[src/core/pct_pkg.sv]
// shared constants and types for the parallel device termination block
package pct_pkg;

  localparam int unsigned NDEV_DEF   = 16;
  localparam int unsigned CLK_NS     = 100;
  localparam int unsigned TMO_NS     = 1000000;
  localparam int unsigned TMO_CYCLES = TMO_NS / CLK_NS;

  // register offsets (byte addresses)
  localparam logic [7:0] OFS_CTRL   = 8'h00;
  localparam logic [7:0] OFS_SEL    = 8'h04;
  localparam logic [7:0] OFS_RDATA  = 8'h08;
  localparam logic [7:0] OFS_RSTAT  = 8'h0C;
  localparam logic [7:0] OFS_DEVID  = 8'h10;
  localparam logic [7:0] OFS_WDATA  = 8'h14;
  localparam logic [7:0] OFS_WCTL   = 8'h18;
  localparam logic [7:0] OFS_IRQ    = 8'h1C;
  localparam logic [7:0] OFS_IIB    = 8'h20;
  localparam logic [7:0] OFS_STATUS = 8'h24;
  localparam logic [7:0] OFS_CC     = 8'h28;

  // field positions
  localparam int unsigned CTRL_EN    = 0;
  localparam int unsigned CTRL_PAR   = 1;
  localparam int unsigned CTRL_RDRST = 2;
  localparam int unsigned STS_TMO    = 1;
  localparam int unsigned STS_PERR   = 2;
  localparam int unsigned STS_HALT   = 5;

  // reset values
  localparam logic [2:0]  CTRL_RST = 3'h0;
  localparam logic [5:0]  CC_RST   = 6'h0A;
  localparam logic [15:0] WORD_RST = 16'h0000;

  // function and modifier codes
  localparam logic [1:0] FN_RD     = 2'b00;
  localparam logic [1:0] FN_WD     = 2'b10;
  localparam logic [2:0] FN_RDSTAT = 3'b010;
  localparam logic [2:0] FN_WRCTL  = 3'b110;
  localparam logic [2:0] FN_RES0   = 3'b011;
  localparam logic [2:0] FN_RES1   = 3'b111;
  localparam logic [3:0] MOD_READID = 4'h0;
  localparam logic [3:0] MOD_DEVRST = 4'hF;

  typedef struct packed {
    logic [2:0] func;
    logic [3:0] modif;
    logic [3:0] addr;
  } pct_cmd_type;

  typedef struct packed {
    logic ioa;
    logic isa;
    logic stb;
    logic halt;
    logic sysrst;
    logic por;
    logic diag;
    logic dmod;
  } pct_tags_type;

  typedef enum logic [3:0] {
    ST_IDLE  = 4'b0001,
    ST_SETUP = 4'b0010,
    ST_RESP  = 4'b0100,
    ST_HOLD  = 4'b1000
  } pct_state_type;

endpackage : pct_pkg

[src/core/pct_term.sv]
// device-side termination for the program controlled adapter, with APB control
//
// Local design decisions: the APB slave port and the register offsets.
`timescale 1ns/100ps
`default_nettype none
//////////////////////////////////////////////////////////////////////////////////////////////////
// Behaviour
// - every device answers read ID (status, 0000) and device reset (control, 1111)
// - function lines pick read data, read status, write data or write control
// - strobe captures outbound data, or clears supplied data on read-with-reset
// - strobe in interrupt service clears request and interrupt info byte
// - device drives 16 data bits plus odd byte parity on reads and service
// - interrupt request held until serviced or any reset or halt
// - condition code placed with select and never changed while presented
// - select only after address and active tag, data valid; falls after tag
// - halt or machine check clears states, requests, read status, info bytes and write registers; read data and ID kept
// - system reset clears everything without exception
// - power-on reset holds full reset, its receiver never gated
// - each step waits on the partner; a timeout may end a stuck step
// - output order: setup, active, select, strobe, active falls, select falls
// - inbound data and code drop after the active tag falls
// - diagnostic lines are device dependent programmable controls
// - every interface line is active low
// - reserved functions 011 and 111 answered with command reject
// - interrupt request dropped on strobe leading edge
module pct_term #(
  parameter int unsigned NDEV      = pct_pkg::NDEV_DEF,
  parameter logic [3:0]  BASE_ADDR = 4'h0,
  parameter int unsigned TMO_CYC   = pct_pkg::TMO_CYCLES
) (
  input  wire logic        CLOCK_I,
  input  wire logic        SRST_I,
  input  wire logic        PSEL_I,
  input  wire logic        PENABLE_I,
  input  wire logic        PWRITE_I,
  input  wire logic [7:0]  PADDR_I,
  input  wire logic [31:0] PWDATA_I,
  output logic      [31:0] PRDATA_O,
  output logic             PREADY_O,
  output logic             PSLVERR_O,
  input  wire logic        IO_ACTIVE_N_I,
  input  wire logic        ISVC_ACTIVE_N_I,
  input  wire logic        STROBE_N_I,
  input  wire logic [2:0]  FUNC_N_I,
  input  wire logic [3:0]  MOD_N_I,
  input  wire logic [3:0]  DEV_ADDR_N_I,
  input  wire logic [17:0] DBO_N_I,
  input  wire logic        MACHINE_CHECK_HALT_N_I,
  input  wire logic        SYS_RESET_N_I,
  input  wire logic        POWER_ON_RESET_N_I,
  input  wire logic        DIAG_MODE_N_I,
  input  wire logic        DIAG_MOD_N_I,
  output logic      [17:0] DBI_N_O,
  output logic      [15:0] IRQ_N_O,
  output logic      [2:0]  CC_N_O,
  output logic             SEL_RESP_N_O
);
  //////////////////////////////////////////////////////////////////////////////////////////////
  // tag synchronisers and pin decode
  pct_pkg::pct_tags_type tags_raw;
  pct_pkg::pct_tags_type tags_s;
  pct_pkg::pct_cmd_type  cmd_pin;
  pct_pkg::pct_cmd_type  cmd_r;
  pct_pkg::pct_state_type state_r;
  pct_pkg::pct_state_type state_nxt;

  assign tags_raw = {~IO_ACTIVE_N_I, ~ISVC_ACTIVE_N_I, ~STROBE_N_I, ~MACHINE_CHECK_HALT_N_I,
                     ~SYS_RESET_N_I, ~POWER_ON_RESET_N_I, ~DIAG_MODE_N_I, ~DIAG_MOD_N_I};

  pct_sync #(.W($bits(pct_pkg::pct_tags_type))) u_sync (
    .clk_i  (CLOCK_I),
    .srst_i (SRST_I),
    .d_i    (tags_raw),
    .q_o    (tags_s)
  );

  assign cmd_pin = {~FUNC_N_I, ~MOD_N_I, ~DEV_ADDR_N_I};

  logic [2:0]  ctrl_r;
  logic [3:0]  devsel_r;
  logic [5:0]  ccreg_r;
  logic        tmo_r;
  logic        perr_r;
  logic        halt_seen_r;
  logic [3:0]  idx_r;
  logic        isa_r;
  logic        sel_r;
  logic        strobed_r;
  logic        stb_d_r;
  logic [17:0] dbi_r;
  logic [2:0]  cc_r;
  logic [31:0] prdata_r;
  logic [$clog2(TMO_CYC+1)-1:0] tmo_cnt_r;

  logic [15:0] rdata_m [NDEV];
  logic [15:0] rstat_m [NDEV];
  logic [15:0] devid_m [NDEV];
  logic [15:0] iib_m   [NDEV];
  logic [15:0] wdata_m [NDEV];
  logic [15:0] wctl_m  [NDEV];
  logic        irq_m   [NDEV];
  logic [15:0] irq_vec;

  wire        clr_all  = SRST_I | tags_s.sysrst | tags_s.por;
  wire        halt_s   = tags_s.halt;
  wire        act_tag  = tags_s.ioa | tags_s.isa;
  wire        en       = ctrl_r[pct_pkg::CTRL_EN];
  wire        par_on   = ctrl_r[pct_pkg::CTRL_PAR];
  wire [3:0]  idx_pin  = cmd_pin.addr - BASE_ADDR;
  wire        hit      = ({1'b0, idx_pin} < 5'(NDEV));
  wire        start    = (state_r == pct_pkg::ST_IDLE) && en && act_tag && hit && !halt_s;
  wire        stb_rise = tags_s.stb & ~stb_d_r;
  wire        stb_act  = (state_r == pct_pkg::ST_RESP) && stb_rise && !strobed_r;
  wire        tmo_hit  = (state_r == pct_pkg::ST_RESP) && (32'(tmo_cnt_r) == TMO_CYC - 1);

  // command decode on the latched command
  wire is_rdata = !isa_r && (cmd_r.func[2:1] == pct_pkg::FN_RD);
  wire is_rstat = !isa_r && (cmd_r.func == pct_pkg::FN_RDSTAT);
  wire is_wdata = !isa_r && (cmd_r.func[2:1] == pct_pkg::FN_WD);
  wire is_wctl  = !isa_r && (cmd_r.func == pct_pkg::FN_WRCTL);
  wire is_rsv   = !isa_r && ((cmd_r.func == pct_pkg::FN_RES0) ||
                             (cmd_r.func == pct_pkg::FN_RES1));

  //////////////////////////////////////////////////////////////////////////////////////////////
  // parity: check outbound, generate inbound
  wire [15:0] dbo_data = ~DBO_N_I[15:0];
  wire [1:0]  dbo_par  = ~DBO_N_I[17:16];
  logic [1:0] dbo_exp;
  logic [1:0] dbi_par;
  logic [15:0] dbi_word;

  pct_parity #(.BYTES(2)) u_chk (
    .data_i (dbo_data),
    .par_o  (dbo_exp)
  );
  pct_parity #(.BYTES(2)) u_gen (
    .data_i (dbi_word),
    .par_o  (dbi_par)
  );

  wire par_bad = par_on && (dbo_par != dbo_exp);

  assign dbi_word = isa_r    ? iib_m[idx_r] :
                    is_rdata ? rdata_m[idx_r] :
                    is_rstat ? ((cmd_r.modif == pct_pkg::MOD_READID) ? devid_m[idx_r]
                                                                     : rstat_m[idx_r]) :
                    16'h0000;
  wire [17:0] dbi_val = {(par_on ? dbi_par : 2'b00), dbi_word};
  wire [2:0]  cc_val  = is_rsv ? ccreg_r[5:3] : ccreg_r[2:0];

  // strobe actions
  wire wd_cap  = stb_act && is_wdata && !par_bad;
  wire wc_cap  = stb_act && is_wctl && !par_bad;
  wire dev_rst = stb_act && is_wctl && (cmd_r.modif == pct_pkg::MOD_DEVRST);
  wire rd_clr  = stb_act && is_rdata && ctrl_r[pct_pkg::CTRL_RDRST];
  wire isv_clr = stb_act && isa_r;

  //////////////////////////////////////////////////////////////////////////////////////////////
  // handshake state machine
  always_comb begin
    state_nxt = state_r;
    case (state_r)
      pct_pkg::ST_IDLE:  if (start) state_nxt = pct_pkg::ST_SETUP;
      pct_pkg::ST_SETUP: state_nxt = pct_pkg::ST_RESP;
      pct_pkg::ST_RESP: begin
        if (!act_tag) state_nxt = pct_pkg::ST_IDLE;
        else if (tmo_hit) state_nxt = pct_pkg::ST_HOLD;
      end
      pct_pkg::ST_HOLD:  if (!act_tag) state_nxt = pct_pkg::ST_IDLE;
      default:           state_nxt = pct_pkg::ST_IDLE;
    endcase
  end

  wire keep_resp = (state_nxt == pct_pkg::ST_RESP) && !halt_s;

  always_ff @(posedge CLOCK_I) begin
    if (clr_all || halt_s) begin
      state_r   <= pct_pkg::ST_IDLE;
      sel_r     <= 1'b0;
      strobed_r <= 1'b0;
      dbi_r     <= 18'h00000;
      cc_r      <= 3'h0;
      tmo_cnt_r <= '0;
    end else begin
      state_r   <= state_nxt;
      sel_r     <= (state_nxt == pct_pkg::ST_RESP);
      strobed_r <= (state_r == pct_pkg::ST_RESP) && (strobed_r || stb_act);
      dbi_r     <= (state_r == pct_pkg::ST_SETUP) ? dbi_val : (keep_resp ? dbi_r : 18'h00000);
      cc_r      <= (state_r == pct_pkg::ST_SETUP) ? cc_val : (keep_resp ? cc_r : 3'h0);
      tmo_cnt_r <= (state_r == pct_pkg::ST_RESP) ? tmo_cnt_r + 1'b1 : '0;
    end
  end

  always_ff @(posedge CLOCK_I) begin
    if (clr_all) begin
      cmd_r   <= '0;
      idx_r   <= 4'h0;
      isa_r   <= 1'b0;
      stb_d_r <= 1'b0;
    end else begin
      stb_d_r <= tags_s.stb;
      if (start) begin
        cmd_r <= cmd_pin;
        idx_r <= idx_pin;
        isa_r <= tags_s.isa;
      end
    end
  end

  //////////////////////////////////////////////////////////////////////////////////////////////
  // APB slave
  wire apb_wr    = PSEL_I & PENABLE_I & PWRITE_I;
  wire h_ctrl    = (PADDR_I == pct_pkg::OFS_CTRL);
  wire h_sel     = (PADDR_I == pct_pkg::OFS_SEL);
  wire h_rdata   = (PADDR_I == pct_pkg::OFS_RDATA);
  wire h_rstat   = (PADDR_I == pct_pkg::OFS_RSTAT);
  wire h_devid   = (PADDR_I == pct_pkg::OFS_DEVID);
  wire h_wdata   = (PADDR_I == pct_pkg::OFS_WDATA);
  wire h_wctl    = (PADDR_I == pct_pkg::OFS_WCTL);
  wire h_irq     = (PADDR_I == pct_pkg::OFS_IRQ);
  wire h_iib     = (PADDR_I == pct_pkg::OFS_IIB);
  wire h_status  = (PADDR_I == pct_pkg::OFS_STATUS);
  wire h_cc      = (PADDR_I == pct_pkg::OFS_CC);
  wire mapped    = h_ctrl | h_sel | h_rdata | h_rstat | h_devid | h_wdata | h_wctl | h_irq |
                   h_iib | h_status | h_cc;
  wire sel_ok    = ({1'b0, devsel_r} < 5'(NDEV));
  wire [15:0] d_rdata = sel_ok ? rdata_m[devsel_r] : 16'h0000;
  wire [15:0] d_rstat = sel_ok ? rstat_m[devsel_r] : 16'h0000;
  wire [15:0] d_devid = sel_ok ? devid_m[devsel_r] : 16'h0000;
  wire [15:0] d_wdata = sel_ok ? wdata_m[devsel_r] : 16'h0000;
  wire [15:0] d_wctl  = sel_ok ? wctl_m[devsel_r] : 16'h0000;
  wire [15:0] d_iib   = sel_ok ? iib_m[devsel_r] : 16'h0000;
  wire [15:0] status  = {idx_r, 1'b0, cmd_r.func, 2'b00, halt_seen_r, tags_s.dmod,
                         tags_s.diag, perr_r, tmo_r, sel_r};
  wire [31:0] rd_mux  = h_ctrl   ? {29'h0, ctrl_r} :
                        h_sel    ? {28'h0, devsel_r} :
                        h_rdata  ? {16'h0, d_rdata} :
                        h_rstat  ? {16'h0, d_rstat} :
                        h_devid  ? {16'h0, d_devid} :
                        h_wdata  ? {16'h0, d_wdata} :
                        h_wctl   ? {16'h0, d_wctl} :
                        h_irq    ? {16'h0, irq_vec} :
                        h_iib    ? {16'h0, d_iib} :
                        h_status ? {16'h0, status} :
                        h_cc     ? {26'h0, ccreg_r} : 32'h0;
  wire w_sts = apb_wr & h_status;

  always_ff @(posedge CLOCK_I) begin
    if (clr_all) begin
      prdata_r    <= 32'h0;
      ctrl_r      <= pct_pkg::CTRL_RST;
      devsel_r    <= 4'h0;
      ccreg_r     <= pct_pkg::CC_RST;
      tmo_r       <= 1'b0;
      perr_r      <= 1'b0;
      halt_seen_r <= 1'b0;
    end else begin
      if (PSEL_I && !PENABLE_I) prdata_r <= rd_mux;
      if (apb_wr && h_ctrl) ctrl_r <= PWDATA_I[2:0];
      if (apb_wr && h_sel) devsel_r <= PWDATA_I[3:0];
      if (apb_wr && h_cc) ccreg_r <= PWDATA_I[5:0];
      tmo_r       <= tmo_hit | (tmo_r & ~(w_sts & PWDATA_I[pct_pkg::STS_TMO]));
      perr_r      <= (stb_act & par_bad & (is_wdata | is_wctl)) |
                     (perr_r & ~(w_sts & PWDATA_I[pct_pkg::STS_PERR]));
      halt_seen_r <= halt_s | (halt_seen_r & ~(w_sts & PWDATA_I[pct_pkg::STS_HALT]));
    end
  end

  //////////////////////////////////////////////////////////////////////////////////////////////
  // per-device storage and interrupt requests
  for (genvar g = 0; g < 16; g++) begin : g_dev
    if (g < NDEV) begin : g_on
      wire sw_g  = apb_wr && (devsel_r == 4'(g));
      wire lnk_g = (idx_r == 4'(g));
      wire set_g = apb_wr && h_irq && PWDATA_I[g];
      always_ff @(posedge CLOCK_I) begin
        if (clr_all) begin
          rdata_m[g] <= pct_pkg::WORD_RST;
          rstat_m[g] <= pct_pkg::WORD_RST;
          devid_m[g] <= pct_pkg::WORD_RST;
          iib_m[g]   <= pct_pkg::WORD_RST;
          wdata_m[g] <= pct_pkg::WORD_RST;
          wctl_m[g]  <= pct_pkg::WORD_RST;
          irq_m[g]   <= 1'b0;
        end else if (halt_s) begin
          rstat_m[g] <= pct_pkg::WORD_RST;
          iib_m[g]   <= pct_pkg::WORD_RST;
          wdata_m[g] <= pct_pkg::WORD_RST;
          wctl_m[g]  <= pct_pkg::WORD_RST;
          irq_m[g]   <= 1'b0;
        end else begin
          if (sw_g && h_rdata) rdata_m[g] <= PWDATA_I[15:0];
          else if (rd_clr && lnk_g) rdata_m[g] <= pct_pkg::WORD_RST;
          if (sw_g && h_rstat) rstat_m[g] <= PWDATA_I[15:0];
          if (sw_g && h_devid) devid_m[g] <= PWDATA_I[15:0];
          if (sw_g && h_iib) iib_m[g] <= PWDATA_I[15:0];
          else if ((isv_clr || dev_rst) && lnk_g) iib_m[g] <= pct_pkg::WORD_RST;
          if (wd_cap && lnk_g) wdata_m[g] <= dbo_data;
          if (wc_cap && lnk_g) wctl_m[g] <= dbo_data;
          irq_m[g] <= set_g | (irq_m[g] & ~((isv_clr || dev_rst) && lnk_g));
        end
      end
      assign irq_vec[g] = irq_m[g];
      assign IRQ_N_O[g] = ~irq_m[g];
    end else begin : g_off
      assign irq_vec[g] = 1'b0;
      assign IRQ_N_O[g] = 1'b1;
    end
  end

  //////////////////////////////////////////////////////////////////////////////////////////////
  // outputs
  assign DBI_N_O      = ~dbi_r;
  assign CC_N_O       = ~cc_r;
  assign SEL_RESP_N_O = ~sel_r;
  assign PRDATA_O     = prdata_r;
  assign PREADY_O     = 1'b1;
  assign PSLVERR_O    = PSEL_I & PENABLE_I & ~mapped;
endmodule : pct_term
`default_nettype wire

[src/core/pct_sync.sv]
// two-flop level synchroniser, one per bit
`timescale 1ns/100ps
`default_nettype none
module pct_sync #(
  parameter int unsigned W = 8
) (
  input  wire logic         clk_i,
  input  wire logic         srst_i,
  input  wire logic [W-1:0] d_i,
  output logic      [W-1:0] q_o
);
  logic [W-1:0] meta_r;
  logic [W-1:0] sync_r;

  for (genvar b = 0; b < W; b++) begin : g_bit
    always_ff @(posedge clk_i) begin
      if (srst_i) begin
        meta_r[b] <= 1'b0;
        sync_r[b] <= 1'b0;
      end else begin
        meta_r[b] <= d_i[b];
        sync_r[b] <= meta_r[b];
      end
    end
  end

  assign q_o = sync_r;
endmodule : pct_sync
`default_nettype wire

[src/core/pct_parity.sv]
// odd parity per byte
`timescale 1ns/100ps
`default_nettype none
module pct_parity #(
  parameter int unsigned BYTES = 2
) (
  input  wire logic [8*BYTES-1:0] data_i,
  output logic      [BYTES-1:0]   par_o
);
  for (genvar b = 0; b < BYTES; b++) begin : g_byte
    assign par_o[b] = ~(^data_i[8*b +: 8]);
  end
endmodule : pct_parity
`default_nettype wire

[config.mk]
export PLATFORM = sky130hd
export DESIGN_NAME = pct_term
export DESIGN_NICKNAME = d
export VERILOG_FILES = /design/src/core/pct_pkg.sv /design/src/core/pct_term.sv /design/src/core/pct_sync.sv /design/src/core/pct_parity.sv
export SDC_FILE = /design/constraint.sdc
export NUM_CORES = 2
export LEC_CHECK = 0
export BUFFER_PORTS_ARGS = -buffer_cell sky130_fd_sc_hd__buf_2
export CAP_MARGIN = 20
export CORE_UTILIZATION = 35
export DETAILED_ROUTE_END_ITERATION = 6
export HOLD_SLACK_MARGIN = 0.1
export PLACE_DENSITY_LB_ADDON = 0.3
export SYNTH_ARGS = -nofsm -noshare
export SYNTH_HDL_FRONTEND = slang
export SYNTH_SLANG_ARGS = --single-unit
[constraint.sdc]
create_clock -name CLOCK_I -period 4.51 [get_ports CLOCK_I]
set_clock_uncertainty 0.05 [all_clocks]
set_input_delay 0.902 -clock CLOCK_I [delete_from_list [all_inputs] [get_ports CLOCK_I]]
set_output_delay 0.902 -clock CLOCK_I [all_outputs]
set_load 0.01 [all_outputs]
---- Word-level counts from Yosys, hierarchy flattened ----
Memories as Yosys holds them, arrays and structs flattened. A register that Yosys moved wholly into a read port is not among the register bits.
Index checks and enable logic that the tools add are counted.
word-level totals
  flip-flop bits (word level) ............. 118
  output and inout bits ................... 72
  latch bits .............................. 0
  word-level logic and storage cells ...... 1,468
  memories ................................ 7
  bits of input ports ..................... 82
  memory bits (read-only) ................. 0
  bits in writable memories ............... 1,552
memory list
  memory           depth  width  rd ports  clocked after memory_dff  wr ports  RTL line         text
  devid_m          16     16     2         2                         16        pct_term.sv:97   logic [15:0] devid_m [NDEV];
  iib_m            16     16     2         2                         16        pct_term.sv:98   logic [15:0] iib_m [NDEV];
  rdata_m          16     16     2         2                         16        pct_term.sv:95   logic [15:0] rdata_m [NDEV];
  rstat_m          16     16     2         2                         16        pct_term.sv:96   logic [15:0] rstat_m [NDEV];
  wctl_m           16     16     1         1                         16        pct_term.sv:100  logic [15:0] wctl_m [NDEV];
  wdata_m          16     16     1         1                         16        pct_term.sv:99   logic [15:0] wdata_m [NDEV];
  1 more memories  --     --     --        --                        --        --
cells by class
  eq/ne operators ......................... 54
  $add $sub $neg .......................... 1
  shift-type cells ........................ 0
  multiplexer cells ....................... 822
  divide/modulo/power cells ............... 0
  reduce and logical (&&, ||, !) cells .... 206
  order comparisons ....................... 0
  multiply operators ...................... 0
  bitwise gates (word level) .............. 344
operators by type and width
  operator               count
  $mux 16                206
  $mux 1                 584
  $or 1x1->1             257
  $logic_and 1x1->1      187
  $mux 4                 24
  $eq 4x4->1 const B     18
  $not 1->1              51
  $eq 4x3->1 const B     10
  $mux 18                2
  $eq 8x5->1 const B     4
  $reduce_xor 8->1       4
  $and 1x1->1            29
  $eq 8x6->1 const B     3
  $eq 4x2->1 const B     5
  $not 18->18            1
  $eq 8x4->1 const B     2
  $not 16->16            1
  $pmux 4 s4             1
  $add 14x1->14 const B  1
  $eq 14x14->1 const B   1
  $eq 4x1->1 const B     3
  $logic_not 4->1        3
  $mux 3                 3
  $eq 8x3->1 const B     1
  15 further kinds       26

---- Longest topological paths before layout ----
  depth after elaboration ................. 14
  depth in mapped cells ................... 15
  mapped depth without buffers ............ 9

---- Cells and area by module ----
From an unflattened synthesis, not the netlist that was laid out.
second synthesis, totals
  cell total of the unflattened synthesis .. 5,830
  area total of the unflattened synthesis .. 83,527.6 µm²
modules (own cells, without submodules)
  module      sequential area each (µm²)  instances  area each (µm²)  cells each
  pct_term    48,486.5                    1          82,818.2         5,769
  pct_sync    320.3                       1          464.2            33
  pct_parity  0.0                         2          122.6            14

---- Worst setup path before layout ----
No wires, ideal clock.
  path type ............................... input-to-reg
  start ................................... in PADDR_I[7]
  end ..................................... mem rdata_m[8][0], enable pin
  path buffers ............................ 2
  library setup time ...................... 447 ps
  arrival time ............................ 4,043 ps
  stages on the path ...................... 6
  slack ................................... -30 ps
  required time ........................... 4,013 ps
  cells stage by stage .................... nor3_1 > nand2b_1 > or3_1 > clkbuf_1 > clkbuf_1 > o311ai_0
RTL lines
  item         RTL line        text
  from (decl)  pct_term.sv:36  input wire logic [7:0] PADDR_I,
  to (decl)    pct_term.sv:95

==> impl_metrics.json <==
{
  "avgRoutedWirePerCell_microns": 32.0,
  "min_to": "cmd_r[8]",
  "yosysSeqAreaShare": 0.591,
  "p_seq_frac": 0.508,
  "synth_area_sq_um": 82600,
  "syn2layout_area_growth_pct": 15.0,
  "fp.dieArea_sq_um": 238000,
  "dp_cells": 8702,
  "setup_tns_ns": 0,
  "drcViolationCount": 0,
  "r2r_slack_ns": 0.44,
  "grt_start_max_net_pins": 68,
  "tightest_slew_ns": 1.22,
  "cts_buffer_depth": 3,
  "slew_headroom": 0.186,
  "root_buffer": "clkbuf_16",
  "total_power_uw": 35400,
  "multi_input_area_sq_um": 31700,
  "hpwl_microns": 187000,
  "critPathMaxFanout": 20,
  "initial_core_util": 0.354,
  "ir_drop_mv": 0.463,
  "drive_above_1_share": 0.279,
  "highest_layer": "met5",
  "met1_length_microns": 109000,
  "min_period_ns": 4.07,
  "critPathRequiredTime_ns": 5.16,
  "synthFlopType": "edfxtp_1",
  "synth_edf_count": 1552,
  "switching_share": 0.235,
  "first_pass_iters": 7,
  "pwr-share-comb": 0.066,
  "cp-end-kind": "flip-flop",
  "outcome": "finished, final reports clean",
  "via_per_inst": 5.78,
  "postRouteAntennaNets": 0,
  "synth_cells": 5561,
  "dr_wl_met2_microns": 134000,
  "yosys.area.top_type_share": 0.564,
  "synth.avg_cell_area_sq_um": 14.9,
  "ys_ff_latch": 1662,
  "min-delay-start": "FUNC_N_I[0]",
  "dr_wl_met3_microns": 30400,
  "p_sw_uw": 8300,
  "worstSetupStartpointType": "flip-flop",
  "dpl_cell_area_sq_um": 88900,
  "hold_viol": 0,
  "hold_class": "input pin to flip-flop",
  "nNetsFinal": 5843,
  "yosysWarningCount": 0,
  "path_clk_slew_ns": 0.06,
  "p_int_uw": 27100,
  "rsz0062_at_grt": "no",
  "synth_area_leaders": "edfxtp_1 56%, mux4_2 21%, and2_1 7.8%",
  "grt_antenna_before_repair": 17,
  "reg2reg_to": "PRDATA_O[3]",
  "setup_ws_ns": 0.437,
  "cap_violations": 0,
  "fp.dieH_microns": 488,
  "whs_path_depth": 2,
  "die_w_microns": 488,
  "port_buffers": 120,
  "vias": 52300,
  "num_rows": 177,
  "h-tree-depth": 4,
  "yosysTopAreaCell": "edfxtp_1",
  "arrival_ns": 4.72,
  "core_area_sq_um": 234000,
  "clk_latency_ns": 0.86,
  "finalInstanceArea_sq_um": 95000,
  "place_ws_ns": 0.394,
  "worstSetupPathType": "flip-flop to flip-flop",
  "powerDensity_nw_per_um2": 373,
  "reg2reg_depth": 7,
  "ios": 154,
  "setup_viol": 0,
  "first_global_vias": 51200,
  "ys_async_sr_fraction": 0,
  "stdcell_count": 9050,
  "regArea_sq_um": 48800,
  "power.leakage_uw": 0.0336,
  "cts_resized": 0,
  "postCtsSetupRepairBufs": 0,
  "wirelength_microns": 289000,
  "ys_types": 60,
  "grt_usage": 0.242,
  "grt_pass1_wl_microns": 401000,
  "finalCritPeriodShare": 0.903,
  "place_congestion": 0.956,
  "cts_tree": "done",
  "fillers": 21200,
  "overflow": 0,
  "cts_sinks": 1662,
  "drtIter0Drc": 7347,
  "clkPwrFrac": 0.426,
  "cts_buffers": 179,
  "maxSlewViolCount": 0,
  "max_freq_mhz": 246
}
## sequential cells by signal, summed over array words and instances (netlist names), 7 cells and up, named ones only
signal / count
dbi_r: 18
rstat_m: 256
irq_m: 16
PRDATA_O: 16
devid_m: 256
u_sync.q_o: 8
u_sync.meta_r: 8
tmo_cnt_r: 14
wctl_m: 256
rdata_m: 256
iib_m: 256
cmd_r: 7
wdata_m: 256
## cell usage after synthesis (3+ instances only)
| master | number |
|---|---|
| nor3b_1 | 5 |
| clkbuf_1 | 388 |
| mux2i_1 | 52 |
| o21ai_0 | 84 |
| nand2_1 | 188 |
| or3_1 | 5 |
| mux2_2 | 10 |
| buf_1 | 32 |
| and2_1 | 1032 |
| o311ai_0 | 16 |
| a221o_1 | 5 |
| edfxtp_1 | 1552 |
| xor2_1 | 14 |
| o21ai_1 | 5 |
| o211ai_1 | 24 |
| nor3_1 | 20 |
| o22ai_1 | 4 |
| nor2b_1 | 27 |
| buf_6 | 9 |
| a21oi_1 | 77 |
| buf_4 | 34 |
| a221oi_1 | 20 |
| a22o_1 | 21 |
| nand3_1 | 50 |
| a31oi_1 | 14 |
| a311oi_1 | 4 |
| nand3b_1 | 4 |
| a211oi_1 | 34 |
| o31ai_1 | 4 |
| nand2b_1 | 13 |
| xnor2_1 | 24 |
| mux4_2 | 758 |
| nor4b_1 | 3 |
| nand4_1 | 3 |
| or2_2 | 4 |
| nor2_1 | 693 |
| dfxtp_1 | 110 |
| nor4_1 | 6 |
| buf_2 | 88 |
| inv_1 | 47 |
| a22oi_1 | 48 |
| and3_1 | 8 |
## power groups by stage
| stage | clock (uW) | sequential, uW | combinational, uW |
|---|---|---|---|
| after detailed placement | 0 | 18300 | 2310 |
| after floorplan | 0 | 18200 | 1200 |
| final | 15100 | 18000 | 2340 |
| after CTS | 15200 | 18000 | 2320 |
| after global routing | 15800 | 18000 | 2390 |
| after global placement | 0 | 18200 | 2290 |
## final cells by class
| cell class | count | area share |
|---|---|---|
| Clock inverter | 103 | 0.0117 |
| Timing Repair Buffer | 540 | 0.0459 |
| Multi-Input combinational cell | 3329 | 0.334 |
| Tap cell | 3132 | 0.0413 |
| Clock buffer | 231 | 0.0510 |
| Inverter | 48 | 0.00195 |
| Antenna cell | 5 | 0.000132 |
| Sequential cell | 1662 | 0.514 |
## logic make-up after synthesis
| kind of cell | Yosys count | share of synthesized area |
|---|---|---|
| adders and majority gates | 1 | 0.000151 |
| DFF | 1662 | 0.591 |
| other | 2 | 0.0000909 |
| xor gates and xnor gates | 41 | 0.00477 |
| buffers and inverters | 601 | 0.0313 |
| muxes | 820 | 0.214 |
| and+or+nand+nor | 2066 | 0.129 |
| AOI/OAI and AO/OA | 368 | 0.0294 |
## through the flow
stage	hold slack, ns	util
floorplan	0.364	-
CTS	0.108	0.406
detailed placement	0.387	0.380
global placement	0.379	0.380
finish	0.176	0.406
global route	0.149	0.406
## placed cells by master, fill, tap and decap left out, drive strengths merged, types with 14 or more instances in the layout
cell type / Yosys / routed
nor3: 20 / 20
nand3: 50 / 50
conb: 2 / 33
clkinv: 0 / 71
bufinv: 0 / 18
a21oi: 77 / 77
edfxtp: 1552 / 1552
inv: 48 / 54
and2: 1033 / 1033
nor2: 693 / 693
mux2i: 52 / 52
o21ai: 89 / 89
o211ai: 24 / 24
buf: 165 / 532
o311ai: 17 / 17
clkbuf: 388 / 231
a211oi: 34 / 34
dfxtp: 110 / 110
a221oi: 20 / 20
a22o: 21 / 21
a31oi: 14 / 14
nand2: 188 / 188
mux4: 758 / 758
xnor2: 25 / 25
nor2b: 27 / 27
a22oi: 48 / 48
xor2: 14 / 14
## how the worst max path moves through the flow
stage	startpoint	to	depth (start not counted)
global placement	SRST_I	rdata_m[3][12]	8
global route	cmd_r[8]	iib_m[13][13]	7
floorplan	PADDR_I[7]	rdata_m[0][0]	5
detailed placement	SRST_I	rdata_m[3][12]	8
CTS	flip-flop	dbi_r[17]	9
finish	flip-flop	PRDATA_O[3]	7
## timing repair
item | CTS | global route
setup endpoints to repair | 0 | 0
hold buffers | 8 | 0
hold endpoints to repair | 8 | 0
## worst max-delay path, cell delays in order (launching register included)
cell,delay (ns)
dfxtp_4,0.69
buf_4,0.48
mux4_2,0.57
mux4_2,0.59
o21ai_0,0.49
nand4_1,0.19
nor3_1,0.60
o21ai_0,0.22
## per-layer routing
layer | global-route usage | vias up
met1 | 0.313 | 27300
met5 | 0 | -
li1 | - | 21400
met2 | 0.378 | 3015
met3 | 0.0593 | 554
met4 | 0.122 | 4
Power figures use the tool's default switching activity.
